<file path="src/shared/bridge_defs.svh">
// Constants of the local scan port bridge: register map, codes, counts.
// Assumes inclusion by bare name from the package and the design modules.
// How it works
// - Bridge TAP in Test-Logic-Reset performs level 1 reset of everything.
// - Level 1 reset deselects device, parks chains in reset, clears registers.
// - Soft reset drives all local TMS high, resetting local TAPs quickly.
// - Idle ports park in reset (TMS high) or idle/pause states (TMS low).
// - Unparked port waits for bridge TAP to pass its synchronization state.
// - Unpark from reset drives local TMS low on a falling test clock edge.
// - Local TMS follows backplane TMS once bridge TAP reaches the port's sync state.
// - Each port has its own controller; mode bits choose joined ports.
// - Each port joins when its own sync state passes; joined ports keep running.
// - One to eight ports; first mode register ports 0-4, second ports 5-7.
// - Slot address is 5 to 7 bits; codes 3a to 3f are reserved.
// - Up to four dedicated GPIO each way; shared mode reuses TMS, TDO, TDI.
// - Power-up state equals backplane test reset state without any clock.
// - Local test reset low in parked reset state, high otherwise.
// - TDO buffer enables always driven; port enable only in shift states.
// - Port pass-through follows backplane input; backplane follows port input.
// - Pass-through works for single selected port outside parked reset.
// - Parked reset passes 512 test clocks to local clock, then holds low.
`ifndef BRIDGE_DEFS_SVH
`define BRIDGE_DEFS_SVH
`define OFF_CMD        8'h00
`define OFF_CTRL       8'h04
`define OFF_MODE0      8'h08
`define OFF_MODE1      8'h0c
`define OFF_STATUS     8'h10
`define OFF_SLOT       8'h14
`define OFF_GPIO_OUT   8'h18
`define OFF_GPIO_IN    8'h1c
`define OFF_SH_EN      8'h20
`define OFF_SH_VAL     8'h24
`define CMD_W          3
`define MODE_W         8
`define SH_VAL_W       16
`define ST_ACT_LSB     8
`define ST_TLR_LSB     16
`define ST_RSV_BIT     24
`define SH_TDI_LSB     16
`define GPIO_W         4
`define GPIO_OUT_RST   32'h0000_0000
`define TCK_PASS_COUNT 10'h200
`define TCK_CNT_W      10
`define SLOT_RSV_LO    7'h3a
`define SLOT_RSV_HI    7'h3f
`define FIRST_REG_PORTS 5
`endif

</file>
<file path="src/shared/bridge_pkg.sv">
// Types shared by the bridge modules: TAP states, port states, commands.
// Assumes bridge_defs.svh is on the include path.
`include "bridge_defs.svh"
package bridge_pkg;
  typedef enum logic [3:0] {
    TAP_TLR    = 4'b0000, TAP_RTI    = 4'b0001, TAP_SEL_DR = 4'b0010,
    TAP_CAP_DR = 4'b0011, TAP_SH_DR  = 4'b0100, TAP_EX1_DR = 4'b0101,
    TAP_PA_DR  = 4'b0110, TAP_EX2_DR = 4'b0111, TAP_UP_DR  = 4'b1000,
    TAP_SEL_IR = 4'b1001, TAP_CAP_IR = 4'b1010, TAP_SH_IR  = 4'b1011,
    TAP_EX1_IR = 4'b1100, TAP_PA_IR  = 4'b1101, TAP_EX2_IR = 4'b1110,
    TAP_UP_IR  = 4'b1111
  } tap_state_e;
  typedef enum logic [2:0] {
    PORT_PARK_TLR = 3'b000, PORT_PARK_RTI = 3'b001,
    PORT_PARK_PDR = 3'b010, PORT_PARK_PIR = 3'b011,
    PORT_SYNC_RTI = 3'b100, PORT_SYNC_PDR = 3'b101,
    PORT_SYNC_PIR = 3'b110, PORT_ACTIVE   = 3'b111
  } port_state_e;
  typedef enum logic [`CMD_W-1:0] {
    CMD_NONE     = 3'b000, CMD_UNPARK   = 3'b001,
    CMD_PARK_TLR = 3'b010, CMD_PARK_RTI = 3'b011,
    CMD_PARK_PDR = 3'b100, CMD_PARK_PIR = 3'b101,
    CMD_SOFT_RST = 3'b110, CMD_SPARE    = 3'b111
  } cmd_e;

  function automatic logic is_shift(input tap_state_e s);
    return (s == TAP_SH_DR) || (s == TAP_SH_IR);
  endfunction : is_shift

  function automatic logic [7:0] port_mask(input logic [7:0] m0,
                                           input logic [7:0] m1);
    return {m1[2:0], m0[4:0]};
  endfunction : port_mask
endpackage : bridge_pkg

</file>
<file path="src/shared/tap_if.sv">
// Carrier between the bridge top, its TAP controller and port controllers.
// Assumes the top drives edges, TMS and commands; the TAP drives state.
`timescale 1ns/10ps
interface tap_if;
  import bridge_pkg::*;
  logic       tck_rise;
  logic       tck_fall;
  logic       tms;
  logic       trst;
  tap_state_e state;
  cmd_e       cmd;
  logic       cmd_valid;
  modport tap_side  (input tck_rise, tms, trst, output state);
  modport port_side (input tck_rise, tck_fall, state, cmd, cmd_valid);
endinterface : tap_if

</file>
<file path="src/verilog/bridge_tap.sv">
// Bridge TAP controller stepped by sampled backplane clock rising edges.
// Assumes tck_rise is a one-cycle pulse and trst a synchronised level.
`timescale 1ns/10ps
module bridge_tap
  import bridge_pkg::*;
(
  input wire logic sys_clk,
  input wire logic rst_n,
  tap_if.tap_side  bus
);
  typedef struct packed {
    tap_state_e st;
  } tap_s;
  tap_s r;
  tap_s next_r;

  always_comb begin
    next_r = r;
    if (bus.trst) begin
      next_r.st = TAP_TLR;
    end else if (bus.tck_rise) begin
      unique case (r.st)
        TAP_TLR:    next_r.st = bus.tms ? TAP_TLR : TAP_RTI;
        TAP_RTI:    next_r.st = bus.tms ? TAP_SEL_DR : TAP_RTI;
        TAP_SEL_DR: next_r.st = bus.tms ? TAP_SEL_IR : TAP_CAP_DR;
        TAP_CAP_DR: next_r.st = bus.tms ? TAP_EX1_DR : TAP_SH_DR;
        TAP_SH_DR:  next_r.st = bus.tms ? TAP_EX1_DR : TAP_SH_DR;
        TAP_EX1_DR: next_r.st = bus.tms ? TAP_UP_DR : TAP_PA_DR;
        TAP_PA_DR:  next_r.st = bus.tms ? TAP_EX2_DR : TAP_PA_DR;
        TAP_EX2_DR: next_r.st = bus.tms ? TAP_UP_DR : TAP_SH_DR;
        TAP_UP_DR:  next_r.st = bus.tms ? TAP_SEL_DR : TAP_RTI;
        TAP_SEL_IR: next_r.st = bus.tms ? TAP_TLR : TAP_CAP_IR;
        TAP_CAP_IR: next_r.st = bus.tms ? TAP_EX1_IR : TAP_SH_IR;
        TAP_SH_IR:  next_r.st = bus.tms ? TAP_EX1_IR : TAP_SH_IR;
        TAP_EX1_IR: next_r.st = bus.tms ? TAP_UP_IR : TAP_PA_IR;
        TAP_PA_IR:  next_r.st = bus.tms ? TAP_EX2_IR : TAP_PA_IR;
        TAP_EX2_IR: next_r.st = bus.tms ? TAP_UP_IR : TAP_SH_IR;
        TAP_UP_IR:  next_r.st = bus.tms ? TAP_SEL_DR : TAP_RTI;
      endcase
    end
  end

  always_ff @(posedge sys_clk or negedge rst_n) begin
    if (!rst_n) begin
      r.st <= TAP_TLR;
    end else begin
      r <= next_r;
    end
  end

  assign bus.state = r.st;
endmodule : bridge_tap

</file>
<file path="src/verilog/port_ctrl.sv">
// Controller for one local scan port: park, unpark, sync and clock gating.
// Assumes commands arrive as one-cycle pulses already gated by selection.
`timescale 1ns/10ps
`include "bridge_defs.svh"
module port_ctrl
  import bridge_pkg::*;
(
  input  wire logic  sys_clk,
  input  wire logic  rst_n,
  tap_if.port_side   bus,
  input  wire logic  selected,
  output port_state_e state,
  output logic       gated
);
  typedef struct packed {
    port_state_e           st;
    logic [`TCK_CNT_W-1:0] cnt;
  } port_s;
  port_s r;
  port_s next_r;

  always_comb begin
    next_r = r;
    if (bus.state == TAP_TLR) begin
      next_r.st = PORT_PARK_TLR;
    end else if (bus.cmd_valid && bus.cmd == CMD_SOFT_RST) begin
      next_r.st = PORT_PARK_TLR;
    end else if (bus.cmd_valid && selected) begin
      unique case (bus.cmd)
        CMD_UNPARK: begin
          // Ports parked in a pause state resume from that same state.
          if (r.st == PORT_PARK_TLR || r.st == PORT_PARK_RTI)
            next_r.st = PORT_SYNC_RTI;
          else if (r.st == PORT_PARK_PDR)
            next_r.st = PORT_SYNC_PDR;
          else if (r.st == PORT_PARK_PIR)
            next_r.st = PORT_SYNC_PIR;
        end
        CMD_PARK_TLR: begin
          if (r.st[2])
            next_r.st = PORT_PARK_TLR;
        end
        CMD_PARK_RTI: if (r.st == PORT_ACTIVE) next_r.st = PORT_PARK_RTI;
        CMD_PARK_PDR: if (r.st == PORT_ACTIVE) next_r.st = PORT_PARK_PDR;
        CMD_PARK_PIR: if (r.st == PORT_ACTIVE) next_r.st = PORT_PARK_PIR;
        CMD_NONE, CMD_SOFT_RST, CMD_SPARE: next_r.st = r.st;
      endcase
    end else if (bus.tck_fall) begin
      // Each port watches only its own sync state.
      if (r.st == PORT_SYNC_RTI && bus.state == TAP_RTI)
        next_r.st = PORT_ACTIVE;
      else if (r.st == PORT_SYNC_PDR && bus.state == TAP_PA_DR)
        next_r.st = PORT_ACTIVE;
      else if (r.st == PORT_SYNC_PIR && bus.state == TAP_PA_IR)
        next_r.st = PORT_ACTIVE;
    end
    if (r.st != PORT_PARK_TLR) begin
      next_r.cnt = '0;
    end else if (bus.tck_rise && r.cnt != `TCK_PASS_COUNT) begin
      next_r.cnt = r.cnt + 1'b1;
    end
  end

  always_ff @(posedge sys_clk or negedge rst_n) begin
    if (!rst_n) begin
      r.st  <= PORT_PARK_TLR;
      r.cnt <= '0;
    end else begin
      r <= next_r;
    end
  end

  assign state = r.st;
  assign gated = (r.st == PORT_PARK_TLR) && (r.cnt == `TCK_PASS_COUNT);
endmodule : port_ctrl

</file>
<file path="src/verilog/bridge_top.sv">
// Local scan port bridge: pin sampling, APB registers, chain routing.
// Assumes backplane and local pins are asynchronous to sys_clk, with the
// backplane test clock well below a quarter of the system clock.
//
// The APB slave port and the register addresses were left to the implementer.
`timescale 1ns/10ps
`include "bridge_defs.svh"
module bridge_top
  import bridge_pkg::*;
#(
  parameter int NUM_PORTS = 3,
  parameter int SLOT_W    = 7,
  parameter logic [31:0] GPIO_OUT_DEFAULT = `GPIO_OUT_RST
) (
  input  wire logic                   sys_clk,
  input  wire logic                   rst_n,
  input  wire logic                   psel,
  input  wire logic                   penable,
  input  wire logic                   pwrite,
  input  wire logic [7:0]             paddr,
  input  wire logic [31:0]            pwdata,
  output logic      [31:0]            prdata,
  output logic                        pready,
  output logic                        pslverr,
  input  wire logic                   tck_b,
  input  wire logic                   tms_b,
  input  wire logic                   tdi_b,
  input  wire logic                   trst_b_n,
  output logic                        tdo_b,
  output logic                        tdo_b_buffer_enable,
  input  wire logic [SLOT_W-1:0]      slot,
  output logic      [NUM_PORTS-1:0]   local_tck,
  output logic      [NUM_PORTS-1:0]   local_tms,
  output logic      [NUM_PORTS-1:0]   local_tdo,
  input  wire logic [NUM_PORTS-1:0]   local_tdi,
  output logic      [NUM_PORTS-1:0]   local_trst_n,
  output logic      [NUM_PORTS-1:0]   tdo_buffer_enable,
  input  wire logic                   pass_in_b,
  output logic                        pass_out_b,
  output logic                        pass_out_b_oe,
  input  wire logic [NUM_PORTS-1:0]   pass_in,
  output logic      [NUM_PORTS-1:0]   pass_out,
  output logic      [NUM_PORTS-1:0]   pass_out_oe,
  input  wire logic [4*NUM_PORTS-1:0] gpio_in,
  output logic      [4*NUM_PORTS-1:0] gpio_out
);
  localparam int N = NUM_PORTS;

  typedef struct packed {
    logic                 tck_m, tck_s, tck_q, fall_d;
    logic                 tms_m, tms_s, tdi_m, tdi_s;
    logic                 trst_m, trst_s, pta_m, pta_s;
    logic [N-1:0]         tdin_m, tdin_s, ptn_m, ptn_s;
    logic [4*N-1:0]       gin_m, gin_s;
    logic [SLOT_W-1:0]    slot_m, slot_s;
    cmd_e                 pend;
    logic                 pend_v;
    cmd_e                 armed;
    logic                 armed_v;
    cmd_e                 cmd;
    logic                 cmd_v;
    logic                 sel;
    logic [`MODE_W-1:0]   mode0, mode1, shen;
    logic [`SH_VAL_W-1:0] shval;
    logic [31:0]          gout;
    logic [31:0]          prdata;
    logic                 pready, pslverr;
    logic [N-1:0]         tck_n, tms_n, tdo_n, trst_n, tdo_en;
    logic [N-1:0]         pty, pty_oe;
    logic                 tdo_b, tdo_b_en, ptyb, ptyb_oe;
  } top_s;
  top_s r;
  top_s next_r;

  tap_if       bus();
  port_state_e pst [N];
  logic [N-1:0] gated;
  logic [7:0]   sel_mask;

  assign sel_mask = port_mask(r.mode0, r.mode1);

  // Edges of the sampled test clock, seen in the same cycle the second flop changes.
  assign bus.tck_rise  = r.tck_s & ~r.tck_q;
  assign bus.tck_fall  = ~r.tck_s & r.tck_q;
  assign bus.tms       = r.tms_s;
  assign bus.trst      = ~r.trst_s;
  assign bus.cmd       = r.cmd;
  assign bus.cmd_valid = r.cmd_v;

  bridge_tap u_tap (
    .sys_clk (sys_clk),
    .rst_n   (rst_n),
    .bus     (bus)
  );

  // One controller per local port.
  for (genvar g = 0; g < N; g++) begin : g_port
    port_ctrl u_port (
      .sys_clk  (sys_clk),
      .rst_n    (rst_n),
      .bus      (bus),
      .selected (sel_mask[g]),
      .state    (pst[g]),
      .gated    (gated[g])
    );
  end

  // Offsets that answer; any other address ends in an error.
  function automatic logic addr_ok(input logic [7:0] a);
    return a == `OFF_CMD || a == `OFF_CTRL || a == `OFF_MODE0 ||
           a == `OFF_MODE1 || a == `OFF_STATUS || a == `OFF_SLOT ||
           a == `OFF_GPIO_OUT || a == `OFF_GPIO_IN || a == `OFF_SH_EN ||
           a == `OFF_SH_VAL;
  endfunction : addr_ok

  always_comb begin
    logic [7:0]   act_v;
    logic [7:0]   tlr_v;
    logic [7:0]   tdi_v;
    logic [7:0]   mask;
    logic [N-1:0] pt_en;
    logic         data;
    logic         single;
    logic         pt_sel;
    logic [6:0]   slot7;
    logic         wr;
    act_v  = '0;
    tlr_v  = '0;
    tdi_v  = '0;
    pt_en  = '0;
    pt_sel = 1'b0;
    data   = r.tdi_s;
    mask   = port_mask(r.mode0, r.mode1);
    single = $onehot(mask[N-1:0]);
    slot7  = 7'(r.slot_s);
    wr     = psel && penable && pwrite && r.pready;
    next_r = r;
    // Two-flop capture of every asynchronous pin.
    next_r.tck_m  = tck_b;
    next_r.tck_s  = r.tck_m;
    next_r.tck_q  = r.tck_s;
    next_r.fall_d = bus.tck_fall;
    next_r.tms_m  = tms_b;
    next_r.tms_s  = r.tms_m;
    next_r.tdi_m  = tdi_b;
    next_r.tdi_s  = r.tdi_m;
    next_r.trst_m = trst_b_n;
    next_r.trst_s = r.trst_m;
    next_r.pta_m  = pass_in_b;
    next_r.pta_s  = r.pta_m;
    next_r.tdin_m = local_tdi;
    next_r.tdin_s = r.tdin_m;
    next_r.ptn_m  = pass_in;
    next_r.ptn_s  = r.ptn_m;
    next_r.gin_m  = gpio_in;
    next_r.gin_s  = r.gin_m;
    // Slot straps are sampled like any pin, though they change only at power-up.
    next_r.slot_m = slot;
    next_r.slot_s = r.slot_m;
    next_r.pready = 1'b1;
    next_r.cmd_v  = 1'b0;
    // Commands load as the bridge TAP leaves Update-IR.
    // Without selection the pending command is dropped.
    if (bus.tck_rise && bus.state == TAP_UP_IR && r.pend_v) begin
      next_r.pend_v = 1'b0;
      if (r.sel && (r.pend == CMD_PARK_RTI || r.pend == CMD_PARK_PDR ||
                    r.pend == CMD_PARK_PIR)) begin
        next_r.armed   = r.pend;
        next_r.armed_v = 1'b1;
      end else if (r.sel) begin
        next_r.cmd   = r.pend;
        next_r.cmd_v = 1'b1;
      end
    end
    // Parking in idle or pause waits until the bridge TAP is there too.
    // It fires as soon as the TAP has entered that state, so the port stops
    // following backplane TMS before the next local clock rise.
    if (r.armed_v &&
        ((r.armed == CMD_PARK_RTI && bus.state == TAP_RTI) ||
         (r.armed == CMD_PARK_PDR && bus.state == TAP_PA_DR) ||
         (r.armed == CMD_PARK_PIR && bus.state == TAP_PA_IR))) begin
      next_r.armed_v = 1'b0;
      next_r.cmd     = r.armed;
      next_r.cmd_v   = 1'b1;
    end
    if (wr) begin
      unique case (paddr)
        `OFF_CMD: begin
          next_r.pend   = cmd_e'(pwdata[`CMD_W-1:0]);
          next_r.pend_v = 1'b1;
        end
        `OFF_CTRL:     next_r.sel   = pwdata[0];
        `OFF_MODE0:    next_r.mode0 = pwdata[`MODE_W-1:0];
        `OFF_MODE1:    next_r.mode1 = pwdata[`MODE_W-1:0];
        `OFF_GPIO_OUT: next_r.gout  = pwdata;
        `OFF_SH_EN:    next_r.shen  = pwdata[`MODE_W-1:0];
        `OFF_SH_VAL:   next_r.shval = pwdata[`SH_VAL_W-1:0];
        default:       next_r.sel   = r.sel;
      endcase
    end
    // Bridge TAP in Test-Logic-Reset holds the device in its reset state.
    // Clearing wins over a register write in the same cycle.
    if (bus.state == TAP_TLR) begin
      next_r.sel     = 1'b0;
      next_r.pend_v  = 1'b0;
      next_r.armed_v = 1'b0;
      next_r.cmd_v   = 1'b0;
      next_r.mode0   = '0;
      next_r.mode1   = '0;
      next_r.shen    = '0;
      next_r.shval   = '0;
      next_r.gout    = GPIO_OUT_DEFAULT;
    end
    // Port outputs and the active chain from backplane TDI to TDO.
    for (int i = 0; i < N; i++) begin
      act_v[i] = pst[i] == PORT_ACTIVE;
      tlr_v[i] = pst[i] == PORT_PARK_TLR;
      tdi_v[i] = r.tdin_s[i];
      // The local clock copies the sampled test clock until its count ends.
      next_r.tck_n[i]  = gated[i] ? 1'b0 : r.tck_s;
      next_r.trst_n[i] = !tlr_v[i];
      next_r.tdo_en[i] = act_v[i] && is_shift(bus.state);
      if (r.shen[i]) begin
        next_r.tms_n[i] = r.shval[2*i];
        next_r.tdo_n[i] = r.shval[2*i+1];
      end else begin
        // A port parked in reset holds TMS high at once, clock or no clock.
        if (act_v[i])
          next_r.tms_n[i] = r.tms_s;
        else if (tlr_v[i])
          next_r.tms_n[i] = 1'b1;
        else if (r.fall_d)
          next_r.tms_n[i] = 1'b0;
        // Inactive ports drop out of the chain; data skips past them.
        if (act_v[i]) begin
          if (r.fall_d)
            next_r.tdo_n[i] = data;
          data = r.tdin_s[i];
        end
      end
      pt_en[i] = single && mask[i] && !tlr_v[i];
      next_r.pty[i]    = r.pta_s;
      next_r.pty_oe[i] = pt_en[i];
      pt_sel = pt_sel | (pt_en[i] & r.ptn_s[i]);
    end
    next_r.ptyb    = pt_sel;
    next_r.ptyb_oe = |pt_en;
    if (r.fall_d)
      next_r.tdo_b = data;
    next_r.tdo_b_en = is_shift(bus.state);
    // APB read data and error are formed in the setup cycle.
    // They stand through the access phase, which pready never stretches.
    if (psel && !penable) begin
      next_r.pslverr = !addr_ok(paddr);
      unique case (paddr)
        `OFF_CMD:      next_r.prdata = {28'h0, r.pend_v, r.pend};
        `OFF_CTRL:     next_r.prdata = {31'h0, r.sel};
        `OFF_MODE0:    next_r.prdata = {24'h0, r.mode0};
        `OFF_MODE1:    next_r.prdata = {24'h0, r.mode1};
        `OFF_STATUS: begin
          next_r.prdata = {28'h0, bus.state};
          next_r.prdata[`ST_ACT_LSB+:8] = act_v;
          next_r.prdata[`ST_TLR_LSB+:8] = tlr_v;
          next_r.prdata[`ST_RSV_BIT] = slot7 >= `SLOT_RSV_LO &&
                                       slot7 <= `SLOT_RSV_HI;
        end
        `OFF_SLOT:     next_r.prdata = {25'h0, slot7};
        `OFF_GPIO_OUT: next_r.prdata = r.gout;
        `OFF_GPIO_IN:  next_r.prdata = 32'(r.gin_s);
        `OFF_SH_EN:    next_r.prdata = {24'h0, r.shen};
        `OFF_SH_VAL: begin
          next_r.prdata = {16'h0, r.shval};
          next_r.prdata[`SH_TDI_LSB+:8] = tdi_v;
        end
        default:       next_r.prdata = 32'h0000_0000;
      endcase
    end
  end

  always_ff @(posedge sys_clk or negedge rst_n) begin
    if (!rst_n) begin
      r      <= '0;
      r.gout <= GPIO_OUT_DEFAULT;
      r.tms_n <= '1;
    end else begin
      r <= next_r;
    end
  end

  assign prdata              = r.prdata;
  assign pready              = r.pready;
  assign pslverr             = r.pslverr;
  assign tdo_b               = r.tdo_b;
  assign tdo_b_buffer_enable = r.tdo_b_en;
  assign local_tck           = r.tck_n;
  assign local_tms           = r.tms_n;
  assign local_tdo           = r.tdo_n;
  assign local_trst_n        = r.trst_n;
  assign tdo_buffer_enable   = r.tdo_en;
  assign pass_out_b          = r.ptyb;
  assign pass_out_b_oe       = r.ptyb_oe;
  assign pass_out            = r.pty;
  assign pass_out_oe         = r.pty_oe;
  assign gpio_out            = r.gout[4*N-1:0];
endmodule : bridge_top

</file>
<file path="config.mk">
export PLATFORM = sky130hd
export DESIGN_NAME = bridge_top
export DESIGN_NICKNAME = d
export VERILOG_FILES = /design/src/shared/bridge_pkg.sv /design/src/shared/tap_if.sv /design/src/verilog/bridge_tap.sv /design/src/verilog/port_ctrl.sv /design/src/verilog/bridge_top.sv
export VERILOG_INCLUDE_DIRS = /design/src /design/src/shared
export SDC_FILE = /design/constraint.sdc
export NUM_CORES = 1
export LEC_CHECK = 0
export BUFFER_PORTS_ARGS = -buffer_cell sky130_fd_sc_hd__buf_2
export CAP_MARGIN = 15
export CORE_MARGIN = 2
export CORE_UTILIZATION = 63
export DETAILED_ROUTE_END_ITERATION = 10
export MAX_ROUTING_LAYER = met4
export PLACE_DENSITY = 0.92
export SYNTH_ARGS = -nofsm -noshare
export SYNTH_HDL_FRONTEND = slang
export SYNTH_SLANG_ARGS = --single-unit
</file>
<file path="constraint.sdc">
create_clock -name sys_clk -period 5.54 [get_ports sys_clk]
set_input_delay 0.831 -clock sys_clk [delete_from_list [all_inputs] [get_ports sys_clk]]
set_output_delay 0.831 -clock sys_clk [all_outputs]
set_load 0.01 [all_outputs]
</file>
======== Word level (Yosys, flattened, before mapping) ========
Index checks and enable logic that the tools add are counted.
operators by class
  $add $sub $neg .......................... 5
  $lt $le $gt $ge ......................... 2
  equal/unequal tests ..................... 85
  mux-type cells .......................... 112
  bitwise logic cells ..................... 9
  reductions and logical operators ........ 124
operators by type and width
  operator                                                                 number
  32-bit one-hot mux with 10 select lines                                  1
  3-bit 2-to-1 mux                                                         41
  74-bit 2-to-1 mux                                                        1
  73-bit 2-to-1 mux                                                        1
  3-bit equality test, second input constant                               20
  10-bit 2-to-1 mux                                                        6
  4-bit one-hot mux with 12 select lines                                   1
  3-bit one-hot mux with 5 select lines                                    3
  1-bit logical AND                                                        40
  1-bit 2-to-1 mux                                                         36
  4-bit 2-to-1 mux                                                         9
  2-bit nonzero test                                                       18
  4-bit equality test, second input constant                               8
  8-bit by 5-bit equality test with 1-bit output, second input constant    4
  32-bit 2-to-1 mux                                                        1
  10-bit by 1-bit adder with 10-bit output, second input constant          3
  10-bit equality test, second input constant                              3
  3-bit by 2-bit equality test with 1-bit output, second input constant    10
  10-bit inequality test, second input constant                            3
  5-bit inequality test, second input constant                             6
  5-bit by 4-bit inequality test with 1-bit output, second input constant  5
  8-bit 2-to-1 mux                                                         3
  2-bit AND reduction                                                      12
  8-bit AND reduction                                                      3
  37 further kinds                                                         99
storage, ports and cells
  register bits ........................... 247
  input port bits ......................... 75
  output and inout bits ................... 71
  word-level logic and storage cells ...... 397

======== Longest topological paths before layout ========
Gate-level depths: netlist (run 1).
  depth in word-level cells ............... 11
  depth in mapped cells ................... 8
  gate-level depth less buffers ........... 7

======== By module ========
A second synthesis (run 1) with hierarchy kept.
unflattened totals
  cell total of the unflattened synthesis .. 1165
  area, all modules ....................... 12136.6 um^2
modules (own cells, without submodules)
  module                             times used  cells an instance  area an instance (um^2)  sequential area each (um^2)
  bridge_top                         1           812                9077.5                   5108.6
  port_ctrl at g_port[0].u_port ...  2           104                898.4                    325.3
  port_ctrl at g_port[2].u_port      1           99                 872.1                    325.3
  bridge_tap                         1           46                 390.4                    100.1

======== Worst setup path after synthesis (run 1) ========
No wires, ideal clock.
  path kind ............................... input to register
  from .................................... input paddr[5]
  to ...................................... register r[122] (netlist bit)
  setup time .............................. 0.136 ns
  arrival time ............................ 2.352 ns
  data required time ...................... 5.404 ns
  slack ................................... 3.052 ns
  cell stages on the path ................. 7
  buffers on the path ..................... 2
  cell sequence ........................... buf_2 > or4_4 > nor4_2 > buf_2 > nand2_1 > nand2_1 > a21oi_1
between the ends
  cells in the longest elaborated chain, start to end .. 3
RTL lines
  what                                            RTL line           text
  start, declared                                 bridge_top.sv:20   input wire logic [7:0] paddr,
  8-bit by 4-bit equality test with 1-bit output  bridge_top.sv:187  unique case (paddr)
  2-bit nonzero test (no source line)             n/a
  2-bit AND reduction (no source line)            n/a
  end signal, assigned                            bridge_top.sv:286  r <= next_r;
  end, declared                                   bridge_top.sv:72   top_s r;
No other way between the ends.
A chain may end at the register's enable or synchronous reset.

======== Worst setup path in the final report (run 1) ========
  from .................................... input paddr[5]
  to ...................................... register r[98] (netlist bit)
between the ends
  cells in the longest elaborated chain, start to end .. 3
RTL lines
  what                                            RTL line
  8-bit by 6-bit equality test with 1-bit output  bridge_top.sv:187
  2-bit nonzero test (no source line)             n/a
  2-bit AND reduction (no source line)            n/a
No other way between the ends.

==> results.txt, run 1 <==
----------------------------------------------------
[Status]
  Run status ... completed

[Clock tree]
  Clock network latency to the later pin of the worst-skew pair ... between 500 and 600 ps
  Maximum clock path buffer count ... 3
  Clock-pin slew of the registers on the worst-case setup and hold paths ... 60 ps
  Sinks on Clock Net ... 247
  CTS root buffer ... clkbuf_16
  Post-cts gate resize count ... 0
  CTS tree ... yes
  Hold-fix buffers, CTS ... 0
  Post-CTS repair timing setup buffer count ... 0
  Max H-tree Level ... 1
  TritonCTS buffer count ... 26

[Logic synthesis]
  Count leader, synth ... dfrtp_1
  Top_reg_cell synth ... dfrtp_1
  Area share of the largest cell type after synthesis ... 0.536
  Top area cells in the synthesized netlist ... dfrtp_1, nand2_1, buf_4
  Mapped Cells ... 1,125
  Summed instance area of the synthesized netlist ... around 0.011 mm2
  Post-synthesis sequential element count ... between 200 and 250
  Per-instance average area after synthesis ... 10.1 um2
  Leading cell types by count after synthesis ... dfrtp_1, nand2_1, nor2_1
  Number of enable-type register cells in the synthesized netlist ... 0
  Number of synthesis warnings ... 0
  Unique masters post-synth ... 73
  Asr flop ratio synth ... 1.00
  Most area-hungry cell type in the Yosys netlist ... dfrtp_1
  Net count after synthesis ... 1,207
  Share of synthesized area occupied by flip-flops and latches ... 0.543

[STA]
  Actual transition at the worst max-transition pin ... 986 ps
  Slew headroom ... 0.343
  Number of max-slew violations in the final report ... 0
  Total setup violations reported at the end of the flow ... 0
  Final period util ... 0.510
  Setup repair after global routing missed its margin ... false
  Minimum clock period after layout ... ~2800 ps
  Setup_tns ... 0 ps
  Total count of hold-check failures in the final report ... 0
  Highest Clock Rate ... about 350 MHz
  Clock skew ... ~29 ps

[Worst hold path]
  Cell depth of the worst min-delay path ... 0
  End of the worst hold path ... r[160]
  Class of the tightest hold or removal check ... flop to flop
  Critical hold path startpoint ... next_r[160]

[Cells and area]
  Number of nets in the final layout ... 1,260
  Final Instance Area ... between 0.01 and 0.015 mm2
  Synth-to-layout area growth ... 11.6%
  Share of cells above drive strength 1 ... 0.202

[Setup path]
  Category of the worst setup path capture point ... flop
  Sequence of cells on the critical path ... buf_2 > nor2b_1 > and3_1 > nand2_1 > nand2_1 > a21oi_1
  Cell type with the highest occurrence count on the critical path ... nand2_1
  Reg-to-Reg Start ... u_tap.bus.state[1]
  Longest individual stage delay on the worst path ... 640 ps
  Slack of the worst reg-to-reg path ... about 2900 ps
  Depth of the worst register-to-register path ... 6
  Slowest-stage cell, CP ... and3_1
  Req. time, crit path ... about 5900 ps
  Critical path arrival ... 3220 ps
  Largest fanout on the critical path ... 16
  Category of the worst setup path launch point ... primary input
  Worst R2R End ... g_port[0].u_port.state[0]
  Setup Crit Path Kind ... primary input to flop

[Power]
  Switching power ... 0.000997 W
  Power Dens Cells ... between 300 and 400 mW/mm2
  Combinational share of power ... 0.074
  Maximum vdd ir drop ... 0.000300 V
  Share of power burned in the clock network ... 0.447
  Register share of total power ... 0.478
  Switching fraction of total power ... 0.246
  Internal power summed over all cells ... 0.00306 W
  Static leakage ... 5.83 nW

[Placed design]
  Number of buffers inserted by port buffering ... 145
  Hpwl dp ... approximately 19 mm
  Dpl cell area ... 0.0117 mm2
  Global placement routability congestion ... 0.976

[Run]
  Max-cap violations ... 0

[Route]
  Detailed router's first-iteration violation count ... 1,286
  Wirelength per Cell ... 20.1 um
  Via count normalized by instance count ... ~6.4
  Drt pass-1 iters ... 6
  Routed Wire Length ... 28.8 mm
  Via count ... about 9,100
  Final ANT Viol Nets ... 0
  Number of design rule violations left after detail routing ... 0

[Global routing]
  Total congestion overflow after global routing ... 0
  Met1 usage ... 0.399
  Pin count of the biggest net entering global routing ... 140
  Vias in the first global route ... 8,794
  Gr busiest metal ... met2
  M2 GR Usage ... 0.456
  GRT Resource Usage Total ... 0.302
  Antenna violations before repair ... 2
  Wire length of the first global-routing pass ... 45.7 mm
  GRT met3 Usage ... 0.0592

[Floorplanning]
  Chip Height ... 138 um
  Number of standard-cell rows in the floorplan ... 49
  DIE AREA ... 0.0192 mm2
  Floorplan die width ... 138 um
  Effective utilization at floorplan ... 0.638
  # IOs ... approximately 150
  Core box area ... 0.0178 mm2

----------------------------------------------------
==> routing by layer <==
| layer | vias up | share of wire |
|---|---|---|
| met5 | - | 0 |
| met1 | 4405 | 0.38 |
| met4 | 0 | 0.056 |
| li1 | 3986 | - |
| met2 | 604 | 0.47 |
| met3 | 141 | 0.096 |
==> logic make-up (layout without fill, tap and decap cells) <==
family,count (synthesis),in the layout,share of synthesized area
and+or+nand+nor,405,405,0.172
DFF,247,247,0.543
AOI/OAI and AO/OA,233,233,0.137
buffers and inverters,160,233,0.0766
muxes,45,45,0.0418
xor gates and xnor gates,27,27,0.0208
adders and majority gates,7,7,0.00835
other,1,3,0.000329
==> registers in the layout, indices dropped and copies added, names as in the netlist, 3 cells and up <==
register / count
bus.cmd: 3
g_port.u_port.state: 9
tdo_buffer_enable: 3
local_tck: 3
pass_out_oe: 3
next_r: 32
u_tap.bus.state: 4
r: 98
g_port.u_port.r: 30
prdata: 32
local_tms: 3
gpio_out: 12
local_tdo: 3
local_trst_n: 3
==> worst max-delay path: cells and delay by family <==
kind            cells  cell delay, ps
simple gates        4            2090
compound gates      1              80
buf+inv             1             200
==> worst max-delay path by stage <==
stage,startpoint,to,depth (start not counted)
2_1_floorplan,paddr[5],r[122],7
3_3_place_gp,paddr[2],r[86],6
3_5_place_dp,paddr[2],r[87],6
4_1_cts,paddr[2],gpio_out[5],6
5_1_grt,paddr[5],r[96],6
6_report,paddr[5],r[98],6
==> power groups by stage <==
stage / Combinational, W / Sequential, W / Clock, W
CTS: 0.000298 / 0.00194 / 0.00182
detailed placement: 0.000291 / 0.00197 / 0
finish: 0.000302 / 0.00194 / 0.00181
global route: 0.000337 / 0.00195 / 0.00190
global placement: 0.000280 / 0.00196 / 0
floorplan: 0.000191 / 0.00194 / 0
==> per-stage QoR <==
stage	instances	total power (W)	hold WS [ps]	setup WS, ps	utilization
2_1_floorplan	1125	0.00213	331	3050	-
6_report	1429	0.00405	346	2710	0.712
4_1_cts	1423	0.00405	349	2540	0.709
3_3_place_gp	1375	0.00224	334	2140	0.658
3_5_place_dp	1375	0.00226	335	2090	0.658
5_1_grt	1429	0.00418	352	2640	0.712
==> area by class of cell <==
| cell class | instances | area [um2] |
|---|---|---|
| Sequential cell | 247 | 6180 |
| Fill cell | 1214 | 5130 |
| Multi-Input combinational cell | 718 | 4340 |
| Timing Repair Buffer | 159 | 885 |
| Clock buffer | 39 | 790 |
| Tap cell | 229 | 287 |
| Clock inverter | 9 | 124 |
| Inverter | 26 | 97.6 |
| Antenna cell | 2 | 5.00 |
==> cells in the final DEF (no fill, tap or decap), types with 10 or more instances in the layout <==
cell	count
a21oi_1	82
a22o_1	23
a22oi_1	15
a31oi_1	14
and3_1	14
buf_2	144
buf_4	10
clkbuf_16	26
dfrtp_1	244
inv_1	26
mux2_2	20
mux2i_1	25
nand2_1	167
nand3_1	34
nand4_1	16
nor2_1	85
nor3_1	12
o21ai_0	31
xor2_1	19
(Power assumes the default switching activity.)
==> run 2, diff against run 1 <==
CORE_UTILIZATION = 52   (was 63)
PLACE_DENSITY = 0.82   (was 0.92)
clock period = 2.4 ns   (was 5.54 ns; I/O delays follow)
==> results.txt, run 2 (synthesis gave the netlist of run 1 again) <==
----------------------------------------------------
[Status]
  Run status ... completed

[Clock tree]
  Clock network latency to the later pin of the worst-skew pair ... 560 ps (about the same)
  TritonCTS buffer count ... 27 (+3.8%)
  CTS root buffer ... clkbuf_16
  Maximum clock path buffer count ... 3 (unchanged)
  Post-CTS repair timing setup buffer count ... 0 (unchanged)
  Clock-pin slew of the registers on the worst-case setup and hold paths ... 60 ps (about the same)
  CTS tree ... yes
  Max H-tree Level ... 1 (unchanged)
  Sinks on Clock Net ... 247 (unchanged)

[Route]
  Via count normalized by instance count ... 5.90 (-7.7%)
  Wirelength per Cell ... 19.3 um (-4.1%)
  Met2 routed wirelength ... 14.4 mm (+6.8%)
  Met1 wire length ... 12.1 mm (+11%)
  Via count ... 9,115 (-0.23%)
  Drt pass-1 iters ... 8 (+2)
  Top metal layer carrying routed signals ... met4
  Number of design rule violations left after detail routing ... 0 (unchanged)
  Routed Wire Length ... 29.8 mm (+3.6%)
  Final ANT Viol Nets ... 0 (unchanged)
  Detailed router's first-iteration violation count ... 1,080 (-16%)
  Met3 wirelength from detailed routing ... 2.21 mm (-20%)

[Cells and area]
  Finished Layout Cells ... 1,544 (+8.0%)
  Max FFs per register ... 98 (unchanged)
  Synth-to-layout area growth ... 17.6%
  # diodes ... 0 (-2)
  Final core utilization ... 0.617 (-0.0951)
  Leading cell types in the layout, fill and taps excluded ... dfrtp_1, nand2_1, buf_2
  Most frequent standard cell in the layout excluding fill and tap cells ... dfrtp_1
  Count of fill cells added during filler insertion ... 1,750 (+44%)
  Share of cells above drive strength 1 ... 0.222 (+0.0195)
  Largest register by flop count ... r
  Number of nets in the final layout ... 1,329 (+5.5%)

[Power]
  Static leakage ... 6.16 nW (+5.6%)
  Combinational share of power ... 0.081 (+0.007)
  Share of power burned in the clock network ... 0.450 (+0.003)
  Register share of total power ... 0.469 (-0.009)
  Internal power summed over all cells ... 0.00724 W (+140%)
  Maximum vdd ir drop ... 0.000578 V (+93%)
  Switching fraction of total power ... 0.241 (-0.00470)
  Power Dens Cells ... 713 mW/mm2 (+120%)
  Switching power ... 0.00230 W (+130%)

[Setup path]
  Req. time, crit path ... 2810 ps (-3130 ps)
  Largest fanout on the critical path ... 12 (-4)
  Critical path arrival ... 2600 ps (-620 ps)
  Setup Crit Path Kind ... flop to flop
  Category of the worst setup path capture point ... flop
  Category of the worst setup path launch point ... flop

[Floorplanning]
  Floorplan die width ... 152 um (+9.8%)
  DIE AREA ... 0.0231 mm2 (+21%)
  # IOs ... 146 (unchanged)
  Core box area ... 0.0217 mm2 (+22%)
  Number of standard-cell rows in the floorplan ... 54 (+10%)
  Chip Height ... 152 um (+9.8%)
  Effective utilization at floorplan ... 0.525 (-0.113)

[STA]
  Final setup margin ... 210 ps (-2500 ps)
  Worst Hold Slack ... 29.6 ps (-317 ps)
  Minimum clock period after layout ... between 2000 and 2500 ps
  Clock skew ... 36.4 ps (+7.02 ps)
  Actual transition at the worst max-transition pin ... 703 ps (-283 ps)
  Highest Clock Rate ... 457 MHz
  Final period util ... 0.913
  Slew headroom ... 0.531 (+0.189)
  Total count of hold-check failures in the final report ... 0 (unchanged)
  Setup repair after global routing missed its margin ... false
  Total setup violations reported at the end of the flow ... 0 (unchanged)
  Setup_tns ... 0 ps (unchanged)
  Number of max-slew violations in the final report ... 0 (unchanged)

[Global routing]
  Total congestion overflow after global routing ... 0 (unchanged)
  Pin count of the biggest net entering global routing ... 78 (-44%)
  Vias in the first global route ... 8,936 (+1.6%)
  Wire length of the first global-routing pass ... 47.9 mm (+4.8%)
  Antenna violations before repair ... 0 (-2)
  GRT Resource Usage Total ... 0.261 (-0.0407)

[Placed design]
  Number of buffers inserted by port buffering ... 145 (unchanged)
  # placed instances ... 1,467 (+6.7%)
  Hpwl dp ... 20.4 mm (+9.7%)
  Global placement routability congestion ... 0.953 (-2.3%)
  Worst setup slack before clock tree synthesis ... 85.3 ps (-2010 ps)

[Worst hold path]
  Class of the tightest hold or removal check ... primary input to flop

[Run]
  Max-cap violations ... 0 (unchanged)

----------------------------------------------------
-- run 2: area by class of cell --
cell class,instances,area [um2],area share
Sequential cell,247,6190,0.462
Multi-Input combinational cell,718,4340,0.324
Timing Repair Buffer,227,1490,0.111
Clock buffer,33,738,0.0551
Tap cell,280,350,0.0262
Clock inverter,13,186,0.0139
Inverter,26,97.6,0.00729
-- run 2: stage by stage --
stage | total power, W | area, um2
floorplan | 0.00493 | 11400
global placement | 0.00525 | 12200
detailed placement | 0.00527 | 12200
CTS | 0.00959 | 13400
global route | 0.00988 | 13400
finish | 0.00954 | 13400
-- run 2: worst paths after layout --
kind                               startpoint                        end  slack, ps  depth (start not counted)
max                        u_tap.bus.state[0]  g_port[1].u_port.state[1]        210                          5
min                                pwdata[28]                      r[87]         30                          3
max reg2reg                u_tap.bus.state[0]  g_port[1].u_port.state[1]        210                          5
min reg2reg                       next_r[163]                     r[163]        350                          0
max in group asynchronous               rst_n            local_trst_n[1]       1260                          3
min in group asynchronous               rst_n                pass_out[0]        390                          2
-- run 2: per-layer routing --
metal,vias up,global-route usage
met2,434,0.415
met4,0,0.0908
li1,4126,-
met3,79,0.0448
met1,4476,0.343
met5,-,-
-- run 2: critical path, cell delays in order, from the launching register on --
cell and delay, ps:
dfrtp_1 590, buf_4 230, nand2b_1 120, or4_1 500
a32oi_1 280, mux2_2 360
-- run 2: what timing repair did --
action | in CTS | in global routing
hold buffers | 31 | 0
hold endpoints to repair | 99 | 0
gates resized for setup | 0 | 1
setup endpoints to repair | 0 | 1
-- run 2: power by group through the flow --
stage / registers [W] / logic [W] / clock network [W]
4_1_cts: 0.00447 / 0.000775 / 0.00434
2_1_floorplan: 0.00449 / 0.000441 / 0
5_1_grt: 0.00450 / 0.000873 / 0.00451
3_3_place_gp: 0.00454 / 0.000713 / 0
3_5_place_dp: 0.00454 / 0.000732 / 0
6_report: 0.00448 / 0.000776 / 0.00429
